### config.mk
export PLATFORM = sky130hd
export DESIGN_NAME = acb_dev_flat
export DESIGN_NICKNAME = d
export VERILOG_FILES = /design/src/design/acb_pkg.sv /design/src/design/acb_if.sv /design/src/design/acb_dev.sv /design/src/design/acb_media.sv /design/src/flat_wrapper.sv
export VERILOG_INCLUDE_DIRS = /design/src /design/src/design
export SDC_FILE = /design/constraint.sdc
export NUM_CORES = 1
export LEC_CHECK = 0
export ABC_AREA = 1
export BUFFER_PORTS_ARGS = -buffer_cell sky130_fd_sc_hd__buf_2
export CAP_MARGIN = 20
export CORE_MARGIN = 2
export CORE_UTILIZATION = 55
export CTS_CLUSTER_DIAMETER = 40
export DETAILED_ROUTE_END_ITERATION = 8
export GPL_ROUTABILITY_DRIVEN = 0
export PLACE_DENSITY_LB_ADDON = 0.08
export SLEW_MARGIN = 20
export SYNTH_ARGS = -nofsm -noshare
export SYNTH_HDL_FRONTEND = slang
export SYNTH_SLANG_ARGS = --single-unit
### constraint.sdc
create_clock -name CLK -period 2.34 [get_ports CLK]
set_clock_uncertainty 0.2 [all_clocks]
set_input_delay 0.117 -clock CLK [delete_from_list [all_inputs] [get_ports CLK]]
set_output_delay 0.117 -clock CLK [all_outputs]
set_load 0.02 [all_outputs]
### src/design/acb_cfg.svh
`ifndef ACB_CFG_SVH
`define ACB_CFG_SVH
// Register addresses on the parallel bus (DA field, command block)
`define ACB_ADDR_DATA     3'h0
`define ACB_ADDR_ERRFEAT  3'h1
`define ACB_ADDR_SECCNT   3'h2
`define ACB_ADDR_SECNUM   3'h3
`define ACB_ADDR_HEAD     3'h6
`define ACB_ADDR_CMD      3'h7
// Error register bits, register-driven device
`define ACB_ERR_UNC       6
`define ACB_ERR_MC        5
`define ACB_ERR_ID_MISSING_FLAG      4
`define ACB_ERR_MCR       3
`define ACB_ERR_ABORTED_FLAG      2
`define ACB_ERR_TK0       1
`define ACB_ERR_ADDRESS_MARK_MISSING_FLAG      0
// Error register bits, packet device
`define ACB_ERR_EOM       1
`define ACB_ERR_ILI       0
// Interrupt reason bits
`define ACB_IR_COD        0
`define ACB_IR_IO         1
`define ACB_IR_REL        2
// Address mode bit in register six
`define ACB_HEAD_LBA      6
// Sense keys
`define ACB_SK_NONE       4'h0
`define ACB_SK_RECOVERED  4'h1
`define ACB_SK_NOT_READY  4'h2
`define ACB_SK_MEDIUM     4'h3
`define ACB_SK_HARDWARE   4'h4
`define ACB_SK_ILLEGAL    4'h5
`define ACB_SK_UNIT_ATTN  4'h6
`define ACB_SK_PROTECT    4'h7
`define ACB_SK_ABORTED    4'hb
`define ACB_SK_MISCOMPARE 4'he
// Diagnostic code after reset (value arbitrary)
`define ACB_DIAG_CODE     8'h01
// Command codes used by this block
`define ACB_CMD_RECAL     8'h10
`define ACB_CMD_READ      8'h20
`define ACB_CMD_WRITE     8'h30
`define ACB_CMD_DIAG      8'h90
`define ACB_CMD_PACKET    8'ha0
`define ACB_CMD_LOCK      8'hde
`define ACB_CMD_UNLOCK    8'hdf
`define ACB_CMD_EJECT     8'hed
// Host APB register offsets
`define ACB_APB_CTRL      12'h000
`define ACB_APB_ADDR      12'h004
`define ACB_APB_WDATA     12'h008
`define ACB_APB_RDATA     12'h00c
`define ACB_APB_STAT      12'h010
// Device status bits
`define ACB_ST_BUSY       7
`define ACB_ST_DRQ        3
`define ACB_ST_ERR        0
`endif

### src/design/acb_pkg.sv
package acb_pkg;
    typedef enum logic [3:0] {
        ACB_IDLE  = 4'b0001,
        ACB_STROBE = 4'b0010,
        ACB_HOLD  = 4'b0100,
        ACB_DONE  = 4'b1000
    } acb_hstate_t;
    typedef logic [7:0] acb_byte_t;
    typedef logic [2:0] acb_addr_t;
endpackage

### src/design/acb_if.sv
interface acb_if;
    logic       rd_stb;
    logic       wr_stb;
    logic [2:0] addr;
    logic [7:0] wdata;
    logic [7:0] rdata;
    logic [7:0] status;
    logic       rst_n;
    modport dev  (input rd_stb, wr_stb, addr, wdata, rst_n, output rdata, status);
    modport host (output rd_stb, wr_stb, addr, wdata, rst_n, input rdata, status);
endinterface

### src/design/acb_dev.sv
`include "acb_cfg.svh"
// Operation
// - Error register valid on error or diagnostics
// - Host writes feature only when idle
// - Feature read harmless; applies at command, but no command here uses feat_r
// - Diagnostic code after reset or diagnostics
// - Register-driven error bit layout
// - Media change rejects first command once
// - Removal request fails door lock commands
// - Aborted flag on invalid command
// - Track zero and address mark faults
// - Packet error layout with sense key
// - Sense key encoding table
// - Bad packet parameter gives illegal request
// - Feature value is command parameter; feat_r is latched but no command here uses it
// - Host accesses count/number only when idle
// - Zero sector count means 256
// - Count reads zero or sectors remaining
// - Packet register two is interrupt reason
// - Phase coding by direction, request, type
// - Release bit when bus freed early
// - Register three holds sector or address
// - Error updates register three address
// - Register six bit six selects addressing
// - Command write starts execution
module acb_dev
    import acb_pkg::*;
(
    // Clock and reset
    input  wire logic             CLK,
    input  wire logic             ARST_N,
    // Register bus to host
    acb_if.dev                    BUS,
    // Device personality and events
    input  wire logic             PACKET_MODE,
    input  wire logic             MEDIA_CHANGE,
    input  wire logic             REMOVAL_REQ,
    input  wire logic [3:0]       FAULT,
    input  wire logic             RELEASE_BUS,
    // Observed state
    output logic [7:0]            CMD_OUT,
    output logic                  LBA_MODE
);
    import acb_pkg::*;
    // ****************************************
    // Input synchronisers and strobes
    // ****************************************
    logic [2:0] rd_s_r, wr_s_r, rs_s_r;
    logic [1:0] mc_s_r, mr_s_r, rel_s_r;
    always_ff @(posedge CLK or negedge ARST_N) begin
        if (!ARST_N) begin
            rd_s_r <= 3'h0; wr_s_r <= 3'h0; rs_s_r <= 3'h7;
            mc_s_r <= 2'h0; mr_s_r <= 2'h0; rel_s_r <= 2'h0;
        end else begin
            rd_s_r  <= {rd_s_r[1:0], BUS.rd_stb};
            wr_s_r  <= {wr_s_r[1:0], BUS.wr_stb};
            rs_s_r  <= {rs_s_r[1:0], BUS.rst_n};
            mc_s_r  <= {mc_s_r[0], MEDIA_CHANGE};
            mr_s_r  <= {mr_s_r[0], REMOVAL_REQ};
            rel_s_r <= {rel_s_r[0], RELEASE_BUS};
        end
    end
    logic wr_ev, hard_rst;
    assign wr_ev    = wr_s_r[1] & ~wr_s_r[2];
    assign hard_rst = ~rs_s_r[1];
    logic unused_rd;
    assign unused_rd = rd_s_r[2]; // Reads have no side effect
    // ****************************************
    // Host parameter registers
    // ****************************************
    logic [7:0] feat_r, cnt_r, secn_r, head_r, cmd_r;
    logic       busy_r, drq_r, err_r, diag_r;
    logic       go_r;
    logic       mdone, mfail;
    logic [7:0] mleft, msec;
    // Held until rewritten or updated by completion
    always_ff @(posedge CLK or negedge ARST_N) begin
        if (!ARST_N) begin
            feat_r <= 8'h00; cnt_r <= 8'h00; secn_r <= 8'h00;
            head_r <= 8'h00; cmd_r <= 8'h00; go_r <= 1'b0;
        end else begin
            go_r <= 1'b0;
            if (wr_ev && !busy_r) begin
                case (BUS.addr)
                    `ACB_ADDR_ERRFEAT: feat_r <= BUS.wdata;
                    `ACB_ADDR_SECCNT:  cnt_r  <= BUS.wdata;
                    `ACB_ADDR_SECNUM:  secn_r <= BUS.wdata;
                    `ACB_ADDR_HEAD:    head_r <= BUS.wdata;
                    `ACB_ADDR_CMD: begin
                        cmd_r <= BUS.wdata;
                        go_r  <= 1'b1;
                    end
                    default: ;
                endcase
            end else if (mdone) begin
                cnt_r <= mfail ? mleft : 8'h00;
                if (mfail) secn_r <= msec;
            end
        end
    end
    // ****************************************
    // Command execution and error status
    // ****************************************
    logic       mc_pend_r, mcr_r, aborted_flag_r, unc_r, id_missing_flag_r, tk0_r, address_mark_missing_flag_r, eom_r, ili_r;
    logic [3:0] sense_r;
    logic       media_cmd, latched_feat_unused;
    assign media_cmd = (cmd_r == `ACB_CMD_READ) || (cmd_r == `ACB_CMD_WRITE);
    assign latched_feat_unused = ^feat_r;
    always_ff @(posedge CLK or negedge ARST_N) begin
        if (!ARST_N) begin
            busy_r <= 1'b0; drq_r <= 1'b0; err_r <= 1'b0; diag_r <= 1'b1;
            mc_pend_r <= 1'b0; mcr_r <= 1'b0; aborted_flag_r <= 1'b0; unc_r <= 1'b0;
            id_missing_flag_r <= 1'b0; tk0_r <= 1'b0; address_mark_missing_flag_r <= 1'b0; eom_r <= 1'b0;
            ili_r <= 1'b0; sense_r <= `ACB_SK_NONE;
        end else if (hard_rst) begin
            busy_r <= 1'b0; drq_r <= 1'b0; err_r <= 1'b0; diag_r <= 1'b1;
            mc_pend_r <= 1'b0; mcr_r <= 1'b0;
        end else begin
            if (mc_s_r[1]) mc_pend_r <= 1'b1; // set wins over clear
            if (mr_s_r[1]) mcr_r <= 1'b1;
            if (go_r) begin
                diag_r <= 1'b0; err_r <= 1'b0; aborted_flag_r <= 1'b0; unc_r <= 1'b0;
                id_missing_flag_r <= 1'b0; tk0_r <= 1'b0; address_mark_missing_flag_r <= 1'b0;
                eom_r <= 1'b0; ili_r <= 1'b0; sense_r <= `ACB_SK_NONE;
                if (mc_pend_r) begin
                    mc_pend_r <= mc_s_r[1];
                    err_r     <= 1'b1;
                    sense_r   <= `ACB_SK_UNIT_ATTN;
                end else begin
                    case (cmd_r)
                        `ACB_CMD_READ, `ACB_CMD_WRITE: busy_r <= 1'b1;
                        `ACB_CMD_DIAG: diag_r <= 1'b1;
                        `ACB_CMD_RECAL: begin
                            tk0_r <= FAULT[2];
                            err_r <= FAULT[2];
                        end
                        `ACB_CMD_LOCK: begin
                            err_r <= mcr_r;
                        end
                        `ACB_CMD_UNLOCK, `ACB_CMD_EJECT: begin
                            if (!mr_s_r[1]) mcr_r <= 1'b0;
                        end
                        `ACB_CMD_PACKET: begin
                            if (FAULT[3]) begin
                                err_r   <= 1'b1;
                                aborted_flag_r  <= 1'b1;
                                sense_r <= `ACB_SK_ILLEGAL;
                            end
                        end
                        default: begin
                            aborted_flag_r  <= 1'b1;
                            err_r   <= 1'b1;
                            sense_r <= `ACB_SK_ABORTED;
                        end
                    endcase
                end
            end else if (mdone) begin
                busy_r <= 1'b0;
                err_r  <= mfail;
                address_mark_missing_flag_r <= mfail & FAULT[1];
                unc_r  <= mfail & ~FAULT[1];
                sense_r <= mfail ? `ACB_SK_MEDIUM : `ACB_SK_NONE;
            end
        end
    end
    // ****************************************
    // Read data and status, one register stage
    // ****************************************
    logic [7:0] err_val, reason_val, rdata_r, stat_r;
    always_comb begin
        if (PACKET_MODE) err_val = {sense_r, mcr_r, aborted_flag_r, eom_r, ili_r};
        else err_val = {1'b0, unc_r, (sense_r == `ACB_SK_UNIT_ATTN), id_missing_flag_r, mcr_r & err_r,
                        aborted_flag_r, tk0_r, address_mark_missing_flag_r};
        if (diag_r) err_val = `ACB_DIAG_CODE;
        // Status phase shown when idle, else data to host
        reason_val = {5'h00, rel_s_r[1] & busy_r, 1'b1, ~busy_r};
    end
    always_ff @(posedge CLK or negedge ARST_N) begin
        if (!ARST_N) begin
            rdata_r <= 8'h00;
            stat_r  <= 8'h00;
        end else begin
            stat_r <= {busy_r, 3'h0, drq_r, 2'h0, err_r};
            case (BUS.addr)
                `ACB_ADDR_ERRFEAT: rdata_r <= err_val;
                `ACB_ADDR_SECCNT:  rdata_r <= PACKET_MODE ? reason_val : cnt_r;
                `ACB_ADDR_SECNUM:  rdata_r <= secn_r;
                `ACB_ADDR_HEAD:    rdata_r <= head_r;
                `ACB_ADDR_CMD:     rdata_r <= {busy_r, 3'h0, drq_r, 2'h0, err_r};
                default:           rdata_r <= 8'h00;
            endcase
        end
    end
    assign BUS.rdata  = rdata_r;
    assign BUS.status = stat_r;
    // Observed outputs
    always_ff @(posedge CLK or negedge ARST_N) begin
        if (!ARST_N) begin
            CMD_OUT  <= 8'h00;
            LBA_MODE <= 1'b0;
        end else begin
            CMD_OUT  <= cmd_r;
            LBA_MODE <= head_r[`ACB_HEAD_LBA];
        end
    end
    // ****************************************
    // Media engine
    // ****************************************
    acb_media u_media (
        .clk         (CLK),
        .arst_n      (ARST_N),
        .start       (go_r & media_cmd & ~mc_pend_r),
        .cmd         (cmd_r),
        .count       (cnt_r),
        .sector      (secn_r),
        .fault       (FAULT[1:0]),
        .done        (mdone),
        .fail        (mfail),
        .left        (mleft),
        .fail_sector (msec)
    );
    logic unused_dev;
    assign unused_dev = latched_feat_unused ^ unused_rd ^ FAULT[0];
endmodule

### src/design/acb_media.sv
`include "acb_cfg.svh"
// ****************************************
// Media engine: outcome of a read or write command
// ****************************************
module acb_media
    import acb_pkg::*;
(
    // Clock and reset
    input  wire logic            clk,
    input  wire logic            arst_n,
    // Command start and parameters
    input  wire logic            start,
    input  wire acb_pkg::acb_byte_t cmd,
    input  wire acb_pkg::acb_byte_t count,
    input  wire acb_pkg::acb_byte_t sector,
    // Fault injection from the user side
    input  wire logic [1:0]      fault,
    // Result
    output logic                 done,
    output logic                 fail,
    output acb_pkg::acb_byte_t   left,
    output acb_pkg::acb_byte_t   fail_sector
);
    logic [8:0] remain_r;
    logic [7:0] pos_r;
    logic       run_r;

    // Sector walk; zero count means 256 sectors
    always_ff @(posedge clk or negedge arst_n) begin
        if (!arst_n) begin
            remain_r <= 9'h000;
            pos_r    <= 8'h00;
            run_r    <= 1'b0;
            done     <= 1'b0;
            fail     <= 1'b0;
        end else begin
            done <= 1'b0;
            if (start) begin
                remain_r <= (count == 8'h00) ? 9'h100 : {1'b0, count};
                pos_r    <= sector;
                run_r    <= 1'b1;
                fail     <= 1'b0;
            end else if (run_r) begin
                if (fault[0] && remain_r == 9'h001) begin
                    run_r <= 1'b0;
                    done  <= 1'b1;
                    fail  <= 1'b1;
                end else if (remain_r == 9'h001 || remain_r == 9'h000) begin
                    remain_r <= 9'h000;
                    run_r    <= 1'b0;
                    done     <= 1'b1;
                end else begin
                    remain_r <= remain_r - 9'h001;
                    pos_r    <= pos_r + 8'h01;
                end
            end
        end
    end
    // Residue and error address
    assign left        = remain_r[7:0];
    assign fail_sector = pos_r;
    logic unused_ok;
    assign unused_ok = ^{cmd, fault[1], remain_r[8]};
endmodule

### src/flat_wrapper.sv
// flat-port wrapper written by rule: the top's interface ports become plain ports
module acb_dev_flat import acb_pkg::*;
  (CLK, ARST_N, PACKET_MODE, MEDIA_CHANGE, REMOVAL_REQ, FAULT, RELEASE_BUS, CMD_OUT, LBA_MODE, BUS_rd_stb, BUS_wr_stb, BUS_addr, BUS_wdata, BUS_rst_n, BUS_rdata, BUS_status);
  acb_if BUS_i ();
  input  wire logic CLK;
  input  wire logic ARST_N;
  input  wire logic PACKET_MODE;
  input  wire logic MEDIA_CHANGE;
  input  wire logic REMOVAL_REQ;
  input  wire logic [3:0] FAULT;
  input  wire logic RELEASE_BUS;
  output logic [7:0] CMD_OUT;
  output logic LBA_MODE;
  input wire logic [$bits(BUS_i.rd_stb)-1:0] BUS_rd_stb;
  input wire logic [$bits(BUS_i.wr_stb)-1:0] BUS_wr_stb;
  input wire logic [$bits(BUS_i.addr)-1:0] BUS_addr;
  input wire logic [$bits(BUS_i.wdata)-1:0] BUS_wdata;
  input wire logic [$bits(BUS_i.rst_n)-1:0] BUS_rst_n;
  output wire logic [$bits(BUS_i.rdata)-1:0] BUS_rdata;
  output wire logic [$bits(BUS_i.status)-1:0] BUS_status;
  assign BUS_i.rd_stb = BUS_rd_stb;
  assign BUS_i.wr_stb = BUS_wr_stb;
  assign BUS_i.addr = BUS_addr;
  assign BUS_i.wdata = BUS_wdata;
  assign BUS_i.rst_n = BUS_rst_n;
  assign BUS_rdata = BUS_i.rdata;
  assign BUS_status = BUS_i.status;
  acb_dev u_core (.CLK(CLK), .ARST_N(ARST_N), .BUS(BUS_i), .PACKET_MODE(PACKET_MODE), .MEDIA_CHANGE(MEDIA_CHANGE), .REMOVAL_REQ(REMOVAL_REQ), .FAULT(FAULT), .RELEASE_BUS(RELEASE_BUS), .CMD_OUT(CMD_OUT), .LBA_MODE(LBA_MODE));
endmodule
==> results of run 1 <==
## kinds of logic after synthesis
kind of cell	share of synthesized area, %
compound gates	12.9
xor+xnor	1.76
fa+ha+maj	0.838
buf+inv	7.76
flops	53.7
mux	1.26
other cells	0.0837
simple gates	21.7
## final timing paths
| path | endpoint | slack (ps) | cells past startpoint |
|---|---|---|---|
| worst max-delay path | u_core.u_media.remain_r[2]$_DFFE_PN0P_ | 320 | 8 |
| worst min-delay path | u_core.BUS.rdata[7]$_DFF_PN0_ | 20 | 3 |
| worst max register to register | u_core.u_media.remain_r[2]$_DFFE_PN0P_ | 320 | 8 |
| worst min register to register | u_core.rel_s_r[1]$_DFF_PN0_ | 150 | 0 |
| max in group asynchronous | u_core.cnt_r[2]$_DFFE_PN0P_ | 1280 | 3 |
| min in group asynchronous | u_core.sense_r[2]$_DFFE_PN0P_ | 30 | 2 |
## registers in the layout (all words and copies together) (netlist names), 3 cells and up
| register | cells |
|---|---|
| u_core.CMD_OUT | 8 |
| u_core.BUS.rdata | 8 |
| u_core.cnt_r | 8 |
| u_core.u_media.fail_sector | 8 |
| u_core.cmd_r | 8 |
| u_core.sense_r | 4 |
| u_core.head_r | 8 |
| u_core.secn_r | 8 |
| u_core.u_media.remain_r | 9 |
| u_core.wr_s_r | 3 |
## through the flow
stage                     worst slack [ps]  cell area [µm²]  std cells  hold WS (ps)
after detailed placement               363             4770        645          -110
after global routing                   135             5190        682          38.4
after global placement                 404             4770        645          -112
after floorplan                        608             4500        511          -379
after CTS                              323             5190        682          4.59
final                                  322             5190        682          23.4
## layout make-up
class	count	share of cell area [%]
Sequential cell	96	46.4
Multi-Input combinational cell	341	33.7
Tap cell	102	2.46
Inverter	58	4.24
Clock inverter	6	1.30
Clock buffer	10	2.65
Timing Repair Buffer	69	9.31
## worst register-to-register path: stages (launching register included)
cell and delay, ps:
dfrtp_1 420, inv_1 100, nand2_1 80, nor3_2 330, nand2_2 120, buf_4 230, nand2_1 250, nand3_1 120
o211ai_1 90
## where the power goes
| part | internal, W | total, W | switching [W] | leakage [nW] |
|---|---|---|---|---|
| registers | 0.00193 | 0.00215 | 0.000212 | 1.14 |
| logic | 0.000287 | 0.000774 | 0.000487 | 1.19 |
| clock network | 0.000527 | 0.00112 | 0.000589 | 0.0989 |
## layout by cell type (no fill, tap or decap), types with 2 or more instances in the layout
master,count
nand2_1,128
dfrtp_1,93
inv_1,54
o21ai_0,45
nor2_1,44
buf_2,40
nand3_1,25
dlygate4sd3_1,21
a31oi_1,11
a21oi_1,10
o211ai_1,10
clkbuf_8,10
xor2_1,8
buf_4,7
conb_1,6
nand4_1,5
o22ai_1,5
mux2_2,5
o2111ai_1,4
o21ai_2,4
nor3_1,3
nor2_2,3
nand3b_1,3
o21ai_1,3
ha_1,3
dfstp_2,3
inv_2,2
nand2_4,2
nand3_2,2
nor4_1,2
clkinvlp_4,2
## layer usage
| metal | wire length (µm) | track usage [%] |
|---|---|---|
| met5 | 0 | 0 |
| met4 | 133 | 7.25 |
| met3 | 632 | 3.45 |
| met2 | 5030 | 41.1 |
| met1 | 4830 | 39.1 |
==> impl_metrics.py, run 1 <==
metrics = {
    "status": {
        "outcome": "complete, no violations",
    },
    "drt": {
        "ant_nets": 0,
        "vias_per_cell": 5.50,
        "vias": 3750,
        "drtIter0Drc": 341,
        "routed_wl_mm": 10.6,
        "drc": 0,
        "wl_per_cell_um": 15.6,
        "first_pass_iters": 6,
    },
    "sta": {
        "rsz0062_at_grt": "false",
        "setup_tns_ps": 0,
        "tightest_slew_ps": 582,
        "fmax_mhz": 495,
        "min_period_ps": 2020,
        "slew_violations": 0,
        "fin_crit_sh_pct": 86.3,
        "timing.slew.headroom_pct": 61.2,
        "hold_viol": 0,
        "setup_viol": 0,
    },
    "floorplanning": {
        "initial_utilization_pct": 57.4,
        "dieArea_um2": 8890,
        "die_w_um": 94.3,
        "core_area_um2": 7810,
        "num_rows": 32,
        "fp.dieH_um": 94.3,
        "ios": 49,
    },
    "flow_run": {
        "cap_violations": 0,
    },
    "layout": {
        "seq_area_um2": 2410,
        "drive_gt1_share_pct": 15.7,
        "fin_nets": 602,
        "post-route-util_pct": 66.5,
        "area_growth_syn_to_layout_pct": 15.8,
        "fillCellCount": 655,
        "antenna_cells": 0,
        "multiInputGateArea_um2": 1750,
    },
    "global_routing": {
        "gr-usage-all-layers_pct": 26.4,
        "grt_pass1_wl_mm": 17.8,
        "overflow": 0,
        "grt_pass1_vias": 3617,
        "antenna_found_initial": 0,
        "grt_max_degree": 46,
    },
    "synth": {
        "netlist_area_um2": 4480,
        "ys_seq_area_share_pct": 53.7,
        "async_flop_share_pct": 100,
        "synth_edf_count": 0,
        "yosysMostFrequentCell": "nand2_1",
        "synth.largest_area_cell": "dfrtp_1",
        "yosysWarnings": 0,
        "synthTopCellsByCount": "nand2_1 (128), dfrtp_1 (93), inv_1 (54), o21ai_0 (45), nor2_1 (44)",
        "yosys_most_used_dff": "dfrtp_1",
        "syn_avg_cell_area_um2": 8.86,
        "synthCells": 506,
        "synth_area_leaders": "dfrtp_1 (52%), nand2_1 (11%), o21ai_0 (5.0%)",
        "netlist.area_leader.share_pct": 51.9,
        "ys_seq_elements": 96,
        "synth_cell_types": 42,
    },
    "worst_setup_path": {
        "crit_start": "u_core.cmd_r[1]$_DFFE_PN0P_",
        "crit_path_start_kind": "flop",
        "regToRegStartpoint": "u_core.cmd_r[1]$_DFFE_PN0P_",
        "critPathMaxFanout": 19,
        "cpPeakStageDelay_ps": 420,
        "cp_common_cell": "nand2_1",
        "crit_slowest_cell": "dfrtp_1",
        "cp.required_ps": 2420,
        "crit_buf_inv": 2,
        "critPathKind": "reg -> reg",
        "cpLargestDelayFamily": "simple AND/OR/NAND/NOR gates",
        "crit_chain": "inv_1 > nand2_1 > nor3_2 > nand2_2 > buf_4 > nand2_1 > nand3_1 > o211ai_1",
        "endpoint_kind": "flop",
        "worstPathArrival_ps": 2100,
    },
    "cts": {
        "clkLatencyLatePin_ps": 360,
        "cts_buffers": 9,
        "cts.clk_slew.worst_paths_ps": 90,
        "cts_sinks": 96,
        "post_cts_resized": 0,
        "clock_path_buffers": 2,
        "cts_tree": "done",
        "clockRootBuffer": "clkbuf_8",
        "cts_setup_buffers": 0,
        "cts_hold_buffers": 21,
        "htree_levels": 3,
    },
    "power_and_ir_drop": {
        "p_per_area_nw_per_um2": 778,
        "peakVddDrop_v": 0.000447,
        "power_w": 0.00404,
        "leakagePower_nw": 2.43,
    },
    "place": {
        "io_buffer_count": 41,
        "dpl.hpwl_mm": 7.84,
    },
    "hold_path": {
        "min_from": "BUS_addr[1]",
        "min_path_type": "in -> reg",
    },
}
(Power assumes the default switching activity.)
==> inputs of run 2 (changes only) <==
BUFFER_PORTS_ARGS = -buffer_cell sky130_fd_sc_hd__clkbuf_2   (was -buffer_cell sky130_fd_sc_hd__buf_2)
clock period = 2.1 ns   (was 2.34 ns; I/O delays follow)
==> impl_metrics.py, run 2 (synthesis gave the netlist of run 1 again) <==
metrics = {
    "power_and_ir_drop": {
        "leakagePower_nw": 2.47,
        "p_per_area_nw_per_um2": 872,
        "peakVddDrop_v": 0.000447,
    },
    "layout": {
        "area_growth_syn_to_layout_pct": 17.3,
        "drive_gt1_share_pct": 16.9,
        "top_register": "u_core.u_media.remain_r",
        "multiInputGateArea_um2": 1750,
        "largest_register_ffs": 9,
        "fin_nets": 608,
        "seq_area_um2": 2410,
        "mostFrequentLayoutCell": "nand2_1",
        "final_cell_mix": "nand2_1 (127), dfrtp_1 (93), inv_1 (54)",
        "fillCellCount": 635,
        "antenna_cells": 0,
    },
    "sta": {
        "hold_viol": 0,
        "min_period_ps": 1980,
        "rsz0062_at_grt": "false",
        "fmax_mhz": 505,
        "setup_tns_ps": 0,
        "setup_viol": 0,
        "fin_crit_sh_pct": 94.3,
        "slew_violations": 0,
        "finalWorstSetupSlack_ps": 119,
    },
    "floorplanning": {
        "num_rows": 32,
        "ios": 49,
        "dieArea_um2": 8890,
        "die_w_um": 94.3,
        "core_area_um2": 7810,
        "fp.dieH_um": 94.3,
        "initial_utilization_pct": 57.4,
    },
    "drt": {
        "wl_per_cell_um": 15.6,
        "vias": 3736,
        "vias_per_cell": 5.43,
        "drtIter0Drc": 321,
        "first_pass_iters": 5,
        "ant_nets": 0,
        "drc": 0,
        "routed_wl_mm": 10.7,
    },
    "worst_setup_path": {
        "rrSetupSlack_ps": 120,
        "cpPeakStageDelay_ps": 410,
        "critPathMaxFanout": 10,
        "critPathKind": "reg -> reg",
        "crit_chain": "inv_1 > nand2_1 > nor3_2 > nand2_2 > clkinv_1 > buf_4 > nand2_1 > o211ai_1",
        "endpoint_kind": "flop",
        "cpLargestDelayFamily": "simple AND/OR/NAND/NOR gates",
        "cp.required_ps": 2170,
        "crit_path_start_kind": "flop",
        "crit_buf_inv": 3,
        "cp_common_cell": "nand2_1",
        "crit_slowest_cell": "dfrtp_1",
        "worstPathArrival_ps": 2050,
    },
    "cts": {
        "htree_levels": 3,
        "cts_setup_buffers": 0,
        "cts_tree": "done",
        "clkLatencyLatePin_ps": 360,
        "clock_path_buffers": 2,
        "cts.clk_slew.worst_paths_ps": 100,
        "cts_sinks": 96,
        "cts_buffers": 9,
        "clockRootBuffer": "clkbuf_8",
    },
    "global_routing": {
        "gr-usage-all-layers_pct": 26.1,
        "overflow": 0,
        "grt_pass1_wl_mm": 17.4,
        "antenna_found_initial": 0,
        "grt_pass1_vias": 3469,
        "grt_max_degree": 97,
    },
    "place": {
        "dpl.hpwl_mm": 7.67,
        "pre_cts_ws_ps": 109,
        "io_buffer_count": 41,
    },
    "flow_run": {
        "cap_violations": 0,
    },
    "status": {
        "outcome": "complete, no violations",
    },
    "hold_path": {
        "min_path_type": "in -> reg",
    },
}
run 2: cell count changes in the layout (fill, tap and decap cells not counted), sizes merged:
cell      change
buf          -34
clkbuf       +40
bufinv        +1
clkinvlp      -2
clkinv        +1
run 2: area by class of cell:
class	count	area share (%)
clock buffers	10	2.43
clock inverters	6	1.74
inverters	58	4.19
multi-input cells	341	33.4
flip-flops and latches	96	45.8
well taps	102	2.43
repair buffers	75	10.0
run 2: worst min-delay path: stages:
cell	delay [ps]
clkbuf_2	140
nand3_1	160
o2111ai_1	150
run 2: timing repair:
action	4_1_cts	5_1_grt
setup endpoints to repair	0	8
hold buffers	21	0
hold endpoints to repair	142	0
resized for setup	0	3
run 2: path summary, 6_finish.rpt:
check,cells after the start,to,start
worst max-delay path,8,u_core.u_media.remain_r[4]$_DFFE_PN0P_,u_core.cmd_r[0]$_DFFE_PN0P_
worst min-delay path,3,u_core.BUS.rdata[7]$_DFF_PN0_,BUS_addr[0]
worst max register to register,8,u_core.u_media.remain_r[4]$_DFFE_PN0P_,u_core.cmd_r[0]$_DFFE_PN0P_
worst min register to register,0,u_core.wr_s_r[1]$_DFF_PN0_,u_core.wr_s_r[0]$_DFF_PN0_
max in group asynchronous,3,u_core.diag_r$_DFFE_PN1P_,ARST_N
min in group asynchronous,3,u_core.sense_r[2]$_DFFE_PN0P_,ARST_N
run 2: per-stage QoR:
step	cell area, µm²	std cells	total power, W	hold slack, ps	utilization [%]
global placement	4820	651	0.00322	-7.90	61.7
global route	5260	688	0.00483	66.3	67.3
finish	5260	688	0.00458	48.1	67.3
CTS	5250	688	0.00460	46.6	67.2
detailed placement	4820	651	0.00324	-4.20	61.7
floorplan	4500	511	0.00292	-391	-
run 2: layer usage:
layer	global-route usage [%]	routed length (µm)
met4	8.94	174
met5	0	0
met2	40.4	4940
met1	38.3	5060
met3	3.13	532
run 2: power by group:
| part | internal [W] | switching (W) | leakage (nW) | total, W |
|---|---|---|---|---|
| logic | 0.000319 | 0.000546 | 1.22 | 0.000865 |
| clock network | 0.000678 | 0.000647 | 0.111 | 0.00132 |
| registers | 0.00216 | 0.000239 | 1.14 | 0.00239 |
